==> src/common/gts_pkg.sv <==
// Constants and types shared by the general timer set.
// Assumes a single system clock and a plain strobe register port.
package gts_pkg;

  localparam int N_TMR = 5;
  localparam int AW    = 5;
  localparam int DW    = 16;

  // Timer i owns three words starting at REGS_PER_TMR * i.
  localparam logic [AW-1:0] REGS_PER_TMR = 5'h03;
  localparam logic [AW-1:0] OFS_CTL      = 5'h00;
  localparam logic [AW-1:0] OFS_CNT      = 5'h01;
  localparam logic [AW-1:0] OFS_PER      = 5'h02;
  localparam logic [AW-1:0] ADDR_STAT    = 5'h0f;
  localparam logic [AW-1:0] ADDR_MASK    = 5'h10;

  // Writable bits of the three control register kinds.
  localparam logic [DW-1:0] MASK_SA = 16'ha076;
  localparam logic [DW-1:0] MASK_LO = 16'ha07a;
  localparam logic [DW-1:0] MASK_HI = 16'ha072;

  localparam logic [DW-1:0] CTL_RST = 16'h0000;
  localparam logic [DW-1:0] CNT_RST = 16'h0000;
  localparam logic [DW-1:0] PER_RST = 16'hffff;

  // Last prescaler state for each ratio.
  localparam logic [7:0] PSC_LAST_1   = 8'h00;
  localparam logic [7:0] PSC_LAST_8   = 8'h07;
  localparam logic [7:0] PSC_LAST_64  = 8'h3f;
  localparam logic [7:0] PSC_LAST_256 = 8'hff;

  typedef struct packed {
    logic       run;
    logic       rsv14;
    logic       idle_stop;
    logic [5:0] rsv12_7;
    logic       gate;
    logic [1:0] presc;
    logic       wide;
    logic       sync;
    logic       csrc;
    logic       rsv0;
  } gts_ctl_t;

endpackage : gts_pkg

==> src/gts_timer_set.sv <==
// General timer set: one standalone 16-bit timer and two pairs that
// may join into 32-bit timers. Assumes a single clock, count pins from
// outside that domain, and a register master that never waits.
`timescale 1ns/10ps
module gts_timer_set (
  input  wire logic                    ref_clk,
  input  wire logic                    rst_n,
  input  wire logic [gts_pkg::AW-1:0]  addr,
  input  wire logic [gts_pkg::DW-1:0]  wr_data,
  input  wire logic                    wr_en,
  input  wire logic                    rd_en,
  output      logic [gts_pkg::DW-1:0]  rd_data,
  input  wire logic [4:0]              external_count_pin,
  input  wire logic                    idle_mode,
  output      logic                    irq,
  output      logic                    adc_trigger
);

  localparam int NT = gts_pkg::N_TMR;

  function automatic logic [gts_pkg::AW-1:0] reg_addr(input int i,
                                                      input logic [4:0] ofs);
    reg_addr = 5'(i * gts_pkg::REGS_PER_TMR) + ofs;
  endfunction : reg_addr

  function automatic logic [15:0] ctl_mask(input int i);
    if (i == 0) ctl_mask = gts_pkg::MASK_SA;
    else if (i % 2 == 1) ctl_mask = gts_pkg::MASK_LO;
    else ctl_mask = gts_pkg::MASK_HI;
  endfunction : ctl_mask

  function automatic logic [7:0] psc_last(input logic [1:0] sel);
    unique case (sel)
      2'h3: psc_last = gts_pkg::PSC_LAST_256;
      2'h2: psc_last = gts_pkg::PSC_LAST_64;
      2'h1: psc_last = gts_pkg::PSC_LAST_8;
      2'h0: psc_last = gts_pkg::PSC_LAST_1;
    endcase
  endfunction : psc_last

  logic [15:0]  ctl_r [NT];
  logic [15:0]  cnt_r [NT];
  logic [15:0]  cnt_nxt [NT];
  logic [15:0]  per_r [NT];
  logic [4:0]   stat_r;
  logic [4:0]   mask_r;
  logic [4:0]   evt;
  logic [4:0]   tick;
  logic [4:0]   gfall;
  logic [4:0]   ext_s1_r;
  logic [4:0]   ext_s2_r;
  logic [4:0]   ext_s3_r;
  logic         phase_r;
  logic [15:0]  rd_data_r;
  logic         irq_r;
  logic         adc_r;

  assign rd_data     = rd_data_r;
  assign irq         = irq_r;
  assign adc_trigger = adc_r;

  // Pins cross into the clock domain through two flops; s3 keeps the
  // previous settled level for edge detection.
  always_ff @(posedge ref_clk or negedge rst_n) begin
    if (!rst_n) begin
      ext_s1_r <= 5'h00;
      ext_s2_r <= 5'h00;
      ext_s3_r <= 5'h00;
    end else begin
      ext_s1_r <= external_count_pin;
      ext_s2_r <= ext_s1_r;
      ext_s3_r <= ext_s2_r;
    end
  end

  always_ff @(posedge ref_clk or negedge rst_n) begin
    if (!rst_n) phase_r <= 1'b0;
    else phase_r <= ~phase_r;
  end

  genvar gi;
  for (gi = 0; gi < NT; gi++) begin : g_tmr
    gts_pkg::gts_ctl_t c;
    logic              hold;
    logic              run;
    logic              edge_in;
    logic              fall_in;
    logic              raw;
    logic              pend_r;
    logic [7:0]        pre_r;

    assign c       = gts_pkg::gts_ctl_t'(ctl_r[gi]);
    assign edge_in = ext_s2_r[gi] & ~ext_s3_r[gi];
    assign fall_in = ext_s3_r[gi] & ~ext_s2_r[gi];

    if (gi == 2 || gi == 4) begin : g_up
      assign hold = ctl_r[gi-1][3];
    end else begin : g_nup
      assign hold = 1'b0;
    end

    assign run = c.run & ~(c.idle_stop & idle_mode) & ~hold;

    always_comb begin
      if (c.csrc) begin
        if (gi == 0 && !c.sync) raw = edge_in;
        else raw = phase_r & (pend_r | edge_in);
      end else begin
        raw = phase_r & (~c.gate | ext_s2_r[gi]);
      end
    end

    // Edges seen in the off phase wait for the next instruction tick.
    always_ff @(posedge ref_clk or negedge rst_n) begin
      if (!rst_n) pend_r <= 1'b0;
      else pend_r <= c.csrc & ~phase_r & (pend_r | edge_in);
    end

    always_ff @(posedge ref_clk or negedge rst_n) begin
      if (!rst_n) pre_r <= 8'h00;
      else if (!run) pre_r <= 8'h00;
      else if (raw) pre_r <= (pre_r == psc_last(c.presc)) ? 8'h00 : pre_r + 8'h01;
    end

    assign tick[gi]  = run & raw & (pre_r == psc_last(c.presc));
    assign gfall[gi] = run & ~c.csrc & c.gate & fall_in;
  end

  // Next counts and flag events; software writes override counting.
  always_comb begin
    int lo;
    int hi;
    lo = 0;
    hi = 0;
    evt = gfall;
    for (int i = 0; i < NT; i++) begin
      cnt_nxt[i] = cnt_r[i];
      if (tick[i]) begin
        if (cnt_r[i] == per_r[i]) begin
          cnt_nxt[i] = 16'h0000;
          evt[i] = 1'b1;
        end else begin
          cnt_nxt[i] = cnt_r[i] + 16'h0001;
        end
      end
    end
    for (int p = 0; p < 2; p++) begin
      lo = 1 + 2 * p;
      hi = lo + 1;
      if (ctl_r[lo][3]) begin
        evt[lo] = 1'b0;
        evt[hi] = gfall[lo];
        cnt_nxt[lo] = cnt_r[lo];
        if (tick[lo]) begin
          if ({cnt_r[hi], cnt_r[lo]} == {per_r[hi], per_r[lo]}) begin
            cnt_nxt[lo] = 16'h0000;
            cnt_nxt[hi] = 16'h0000;
            evt[hi] = 1'b1;
          end else begin
            cnt_nxt[lo] = cnt_r[lo] + 16'h0001;
            if (cnt_r[lo] == 16'hffff) cnt_nxt[hi] = cnt_r[hi] + 16'h0001;
          end
        end
      end
    end
    for (int i = 0; i < NT; i++) begin
      if (wr_en && addr == reg_addr(i, gts_pkg::OFS_CNT)) cnt_nxt[i] = wr_data;
    end
  end

  always_ff @(posedge ref_clk or negedge rst_n) begin
    if (!rst_n) begin
      for (int i = 0; i < NT; i++) cnt_r[i] <= gts_pkg::CNT_RST;
    end else begin
      for (int i = 0; i < NT; i++) cnt_r[i] <= cnt_nxt[i];
    end
  end

  always_ff @(posedge ref_clk or negedge rst_n) begin
    if (!rst_n) begin
      for (int i = 0; i < NT; i++) ctl_r[i] <= gts_pkg::CTL_RST;
    end else if (wr_en) begin
      for (int i = 0; i < NT; i++) begin
        if (addr == reg_addr(i, gts_pkg::OFS_CTL)) ctl_r[i] <= wr_data & ctl_mask(i);
      end
    end
  end

  always_ff @(posedge ref_clk or negedge rst_n) begin
    if (!rst_n) begin
      for (int i = 0; i < NT; i++) per_r[i] <= gts_pkg::PER_RST;
    end else if (wr_en) begin
      for (int i = 0; i < NT; i++) begin
        if (addr == reg_addr(i, gts_pkg::OFS_PER)) per_r[i] <= wr_data;
      end
    end
  end

  // Status bits are write-one-to-clear; a new event wins over a clear.
  always_ff @(posedge ref_clk or negedge rst_n) begin
    if (!rst_n) stat_r <= 5'h00;
    else if (wr_en && addr == gts_pkg::ADDR_STAT) stat_r <= (stat_r & ~wr_data[4:0]) | evt;
    else stat_r <= stat_r | evt;
  end

  always_ff @(posedge ref_clk or negedge rst_n) begin
    if (!rst_n) mask_r <= 5'h00;
    else if (wr_en && addr == gts_pkg::ADDR_MASK) mask_r <= wr_data[4:0];
  end

  // The interrupt level lags the status bits by one cycle so that it
  // leaves a flop.
  always_ff @(posedge ref_clk or negedge rst_n) begin
    if (!rst_n) irq_r <= 1'b0;
    else irq_r <= |(stat_r & mask_r);
  end

  always_ff @(posedge ref_clk or negedge rst_n) begin
    if (!rst_n) adc_r <= 1'b0;
    else adc_r <= evt[4];
  end

  // Unmapped addresses read as zero; data stand for one cycle only.
  always_ff @(posedge ref_clk or negedge rst_n) begin
    if (!rst_n) begin
      rd_data_r <= 16'h0000;
    end else begin
      rd_data_r <= 16'h0000;
      if (rd_en) begin
        for (int i = 0; i < NT; i++) begin
          if (addr == reg_addr(i, gts_pkg::OFS_CTL)) rd_data_r <= ctl_r[i];
          if (addr == reg_addr(i, gts_pkg::OFS_CNT)) rd_data_r <= cnt_r[i];
          if (addr == reg_addr(i, gts_pkg::OFS_PER)) rd_data_r <= per_r[i];
        end
        if (addr == gts_pkg::ADDR_STAT) rd_data_r <= {11'h000, stat_r};
        if (addr == gts_pkg::ADDR_MASK) rd_data_r <= {11'h000, mask_r};
      end
    end
  end

  logic wr_cnt0;
  assign wr_cnt0 = wr_en && addr == reg_addr(0, gts_pkg::OFS_CNT);
endmodule : gts_timer_set

==> config.mk <==
export PLATFORM = sky130hd
export DESIGN_NAME = gts_timer_set
export DESIGN_NICKNAME = d
export VERILOG_FILES = /design/src/common/gts_pkg.sv /design/src/gts_timer_set.sv
export SDC_FILE = /design/constraint.sdc
export NUM_CORES = 1
export LEC_CHECK = 0
export BUFFER_PORTS_ARGS = -buffer_cell sky130_fd_sc_hd__clkbuf_2
export CORE_UTILIZATION = 45
export CTS_CLUSTER_SIZE = 25
export DETAILED_ROUTE_END_ITERATION = 8
export PLACE_DENSITY = 0.59
export SLEW_MARGIN = 20
export SYNTH_ARGS = -nofsm -noshare
export SYNTH_HDL_FRONTEND = slang
export SYNTH_SLANG_ARGS = --single-unit
==> constraint.sdc <==
create_clock -name ref_clk -period 5.5 [get_ports ref_clk]
set_input_delay 0.825 -clock ref_clk [delete_from_list [all_inputs] [get_ports ref_clk]]
set_output_delay 0.825 -clock ref_clk [all_outputs]
set_load 0.005 [all_outputs]
# Yosys cells after proc, flatten, opt, wreduce, memory -nomap -nowiden
# Index checks and enable logic that the tools add are counted.
[totals] output_inout_bits=18 regBits=329 latchBits=0 mem_bits_ro=0 word_cells=345 ram_bits=0 input_bits=31 memories=0
[classes] div=0 shifts=0 n_mul=0 mux=104 addsub=10 bitwise_logic=115 eq_ne=55 order_cmp=0 n_reduce_logical=27
[op_table] op="$mux 16" count=45
[op_table] op="$mux 8" count=25
[op_table] op="$mux 32" count=6
[op_table] op="$pmux 8 s4" count=5
[op_table] op="$add 16x1->16 const B" count=5
[op_table] op="$and 16x16->16" count=5
[op_table] op="$eq 16x16->1" count=5
[op_table] op="$eq 8x8->1" count=10
[op_table] op="$and 1x1->1" count=67
[op_table] op="$eq 32x32->1" count=2
[op_table] op="$add 8x1->8 const B" count=5
[op_table] op="$eq 5x4->1 const B" count=8
[op_table] op="$eq 16x16->1 const B" count=2
[op_table] op="$not 1->1" count=28
[op_table] op="$eq 2x2->1 const B" count=10
[op_table] op="$eq 5x3->1 const B" count=4
[op_table] op="$mux 1" count=20
[op_table] op="$reduce_and 2->1" count=10
[op_table] op="$and 5x5->5" count=2
[op_table] op="$eq 2x1->1 const B" count=5
[op_table] op="$eq 5x2->1 const B" count=2
[op_table] op="$logic_not 2->1" count=5
[op_table] op="$ne 2x1->1 const B" count=5
[op_table] op="$or 1x1->1" count=10
[op_table] op="other kinds (10)" count=20

# Longest topological paths before layout
[depth] ltp_word=19 depth_mapped=10 depth_no_buf=8

# Worst setup path before layout
# Ideal clock, no wire load.
[synth_path] path_kind="input to register" start="input port addr[3] (netlist name)" end="register cnt_r[37] (netlist name)" arrival_time_ns=2.710 cell_stages=7 path_buffers=3 slack_ns=2.654 required_time_ns=5.364 setup_time_ns=0.136 cell_sequence="clkbuf_1 or3b_2 clkbuf_1 nor3_1 nand2b_1 clkbuf_1 o21ai_0"
[synth_lines] element="start, declared" line_no="gts_timer_set.sv:8" source="input wire logic [gts_pkg::AW-1:0] addr,"
[synth_lines] element="end, declared" line_no="gts_timer_set.sv:42" source="logic [15:0] cnt_r [NT];"

# Worst setup path after layout
[layout_path] start="input port addr[2] (netlist name)" end="register per_r[7] (netlist name)"
[layout_via] elab_chain_len=2
[layout_rtl] element="$eq 5x4->1" line_no="gts_timer_set.sv:194" source="if (addr == reg_addr(i, gts_pkg::OFS_PER)) per_r[i] <= wr_data;"
[layout_rtl] element="$reduce_and 2->1 (no line)"
[layout_rtl] element="end signal, assigned by index" line_no="gts_timer_set.sv:194"
[layout_rtl] element="end, declared" line_no="gts_timer_set.sv:44" source="logic [15:0] per_r [NT];"
# Every way passes these cells.
# A chain may end at the register's enable or synchronous reset.

==> flow_results.org <==
** Global route
- The number of global-route vias before repair was 12900.
- Grt total ovfl :: 0
- Global-route wire length before repair :: 82800 um
- Initial antenna violation count :: 0
- Aggregate global-route resource usage :: 30.4%
- Entering global routing, the biggest net connects 155 pins.

** Critical path
- Data arrival, critical path :: 3.94 ns
- By startpoint and endpoint, the worst setup path is classified as input pin to flip-flop.
- Slowest-stage cell, CP :: sky130_fd_sc_hd__nor2_1
- In this design, the stage delay of the slowest critical-path cell is 0.93 ns.
- Origin of the critical flop-to-flop path :: g_tmr[2].c[5]
- STA classifies the critical path endpoint as a flip-flop.
- Destination of the worst register-to-register timing path :: cnt_r[47]
- Kind of cell with the highest combined delay on the critical path :: simple AND/OR/NAND/NOR gates
- Maximum fanout encountered on the critical timing path :: 32
- Cells along the critical path :: clkbuf_2 -> nand3b_1 -> nor2_1 -> nand2_1 -> mux2_2
- CP Launch Type :: input pin
- For the worst setup path, the data required time is 5.97 ns.
- Reg-to-reg slack, setup :: 2.51 ns
- Worst r2r path cells :: 7
- The number of buffers and inverters on the critical path is 1.

** Synthesis
- Count of distinct cell types in the synthesized netlist :: 85
- Of all cell types, the one taking the most synthesized area is sky130_fd_sc_hd__dfrtp_1.
- Largest cells by area after synthesis :: sky130_fd_sc_hd__dfrtp_1 (31%), sky130_fd_sc_hd__dfstp_2 (13%), sky130_fd_sc_hd__mux2_2 (8.5%), sky130_fd_sc_hd__xnor2_1 (4.5%), sky130_fd_sc_hd__o21ai_0 (4.2%)
- In the synthesized netlist the async set-or-reset flop fraction comes to 100%.
- Synthesis inferred 282 register bits.
- Post-synthesis net count :: 1782
- Avg Cell Area, Syn :: 9.41 sq um
- The most used flip-flop cell after synthesis is sky130_fd_sc_hd__dfrtp_1.
- The cell area that synthesis handed to floorplanning was 16400 sq um.
- In the synthesized netlist, the number of instances is 1741.
- Sequential element share of the synthesized area :: 43.7%
- After synthesis, the largest area contributor takes up 30.9% of total cell area.
- For this run, the number of Yosys warnings is 0.
- EDFF count, synth :: 0

** Timing
- For the pin with the worst max-slew slack, the measured transition is 1.03 ns.
- Max-slew violation total from the final report :: 0
- Final period demand of the worst path :: 3.47 ns
- Fmax :: 0.288 GHz
- Setup repair after global routing left no endpoint under its margin.
- The number of endpoints with negative hold slack in the final report was 0.
- Final critical-path share of the clock period :: 63.1%
- For the final database, setup skew stands at 0.0147 ns.
- Setup violations remaining at the end of the flow were counted as 0.
- After routing, the total negative slack on setup checks comes to 0 ns.
- Hold timing on the final database bottoms out at a slack of 0.232 ns.
- Headroom to the max-slew limit came out at 31.3%.
- The worst path meets setup with 2.03 ns of slack.

** Drt
- Across all layers, the routed design uses 13900 vias.
- For this run, design rule violations remaining after detail routing come to 6.
- The routed design has 55400 um of wire.
- Antenna viol nets, final :: 0
- The first routing iteration left 1524 violations.
- Number of search-and-repair iterations in the first detailed-routing pass :: 7
- Wire length per cell :: 24.9 um
- Via density per instance :: 6.25

** Power
- Peak ir drop on the vdd network :: 0.250 mV
- Post-route total power :: 6.69 mW
- For this design the static power due to leakage is 7.14 nW.
- Power spread over the standard cell area amounts to 371 nW/um^2.

** Clocking
- Number of hold-repair buffers added at the cts stage :: 0
- Level count of the clock H-tree :: 2
- Clock-pin slew was measured on the worst setup and hold paths at 0.06 ns.
- The clock reaches the later pin of the worst-skew pair after 0.55 ns.
- Cells resized by post-CTS repair :: 0
- Library cell used as clock root buffer :: sky130_fd_sc_hd__clkbuf_16
- Maximum buffer depth of the clock tree :: 3
- Number of buffers created by CTS :: 34
- Number of buffers added for setup after CTS :: 0
- Clock tree from TritonCTS :: done
- Clock tree synthesis found a total of 282 sinks.

** Finish
- The top cell types in the final layout, fill and taps aside, are sky130_fd_sc_hd__dfrtp_1 (202), sky130_fd_sc_hd__nand2_1 (167), sky130_fd_sc_hd__nor2_1 (146).
- The repair_antennas step left the layout with diodes totalling 0.
- The finished cells cover 18000 sq um.
- Of the cells placed in the final design, the portion with a size suffix greater than 1 is 21.4%.
- Final std cells w/o fill :: 2220
- Leaving out fill and tap cells, the most frequent cell in the layout is sky130_fd_sc_hd__dfrtp_1.
- Area growth from synthesis to layout :: 10.1%
- The layout has 3331 filler cells.
- At the end of the flow, the number of nets in the layout was 1776.
- At the end of the flow the core is filled with cells to 50.6%.

** Floorplanning
- I/O pin cnt :: 49
- The die is 193 um tall.
- Starting Density :: 45.9%
- The floorplan step defined a core boundary enclosing 35700 sq um.
- From left edge to right edge, the die measures 193 um.
- After floorplanning, the core was divided into 69 placement rows.
- Die Area :: 37200 sq um

** Placement
- Pre-CTS worst setup slack :: 1.64 ns
- Post-place instance area :: 17000 sq um
- Once detailed placement completed, the half-perimeter wirelength came to 38300 um.
- During placement, the flow inserted port buffers numbering 48.
- Once placement completed, the tool counted placed cells totaling 2160.
- At the end of routability-driven placement, the weighted congestion stood at 0.958.

** Run status
- The flow ran to the end, but the final reports show violations.
- Violated checks :: DRC

** Min path
- The min-delay analysis places its worst path in the category input pin to asynchronous set/reset pin.

** Job
- The tool flagged a number of max-cap violations equal to 0.
==> cells by family (layout without fill, tap and decap cells) <==
| logic type | count (synthesis) | after routing | share of synthesized area, % |
|---|---|---|---|
| xor+xnor | 126 | 126 | 6.74 |
| simple gates | 615 | 615 | 19.0 |
| compound gates | 426 | 426 | 16.4 |
| fa+ha+maj | 10 | 10 | 0.764 |
| buf+inv | 138 | 156 | 3.31 |
| flops | 282 | 282 | 43.7 |
| mux | 144 | 144 | 10.1 |
==> Yosys cell counts, types with 38 or more instances <==
cell type / count
sky130_fd_sc_hd__dfrtp_1: 202
sky130_fd_sc_hd__o21ai_0: 138
sky130_fd_sc_hd__nor2_1: 146
sky130_fd_sc_hd__xnor2_1: 85
sky130_fd_sc_hd__a31oi_1: 38
sky130_fd_sc_hd__clkbuf_1: 94
sky130_fd_sc_hd__xor2_1: 41
sky130_fd_sc_hd__nor3_1: 39
sky130_fd_sc_hd__nand2_1: 167
sky130_fd_sc_hd__mux2_2: 123
sky130_fd_sc_hd__dfstp_2: 80
sky130_fd_sc_hd__a21oi_1: 78
sky130_fd_sc_hd__nand3_1: 61
==> layout make-up <==
type / count / area [sq um] / area share [%]
clock buffers: 51 / 997 / 5.53
clock inverters: 9 / 55.1 / 0.305
inverters: 24 / 90.1 / 0.500
multi-input cells: 1321 / 8710 / 48.3
flip-flops and latches: 282 / 7160 / 39.7
well taps: 461 / 577 / 3.20
repair buffers: 72 / 443 / 2.46
==> state kept, by name, indices dropped and copies added, names as in the netlist <==
register      cells
cnt_r            80
adc_trigger       1
per_r            80
mask_r            5
ext_s3_r          5
g_tmr.pend_r      5
ext_s1_r          5
ext_s2_r          5
stat_r            5
g_tmr.c          33
rd_data          16
g_tmr.pre_r      40
phase_r           1
irq               1
==> power by group <==
| part | leakage, nW | internal (mW) | switching, mW |
|---|---|---|---|
| sequential | 3.40 | 2.52 | 0.639 |
| combinational | 3.22 | 0.654 | 0.709 |
| clock | 0.518 | 1.26 | 0.920 |
==> layer usage <==
layer / share of wire, % / wire length [um] / global-route usage (%)
met3: 8.1 / 4480 / 6.06
met4: 3.8 / 2130 / 11.5
met2: 44 / 24300 / 45.2
met1: 44 / 24500 / 43.3
met5: 0 / 0 / 0
==> worst max-delay path by stage <==
stage	startpoint	to	slack [ns]	depth (start not counted)
after CTS	addr[2]	per_r[5]	2.20	5
after global placement	addr[1]	rd_data[14]	1.62	9
after global routing	addr[2]	cnt_r[27]	1.88	6
final	addr[2]	per_r[7]	2.03	5
after floorplan	addr[3]	cnt_r[37]	2.65	7
after detailed placement	addr[2]	per_r[5]	1.64	5
Note: power is estimated with default switching activity, not from simulation.
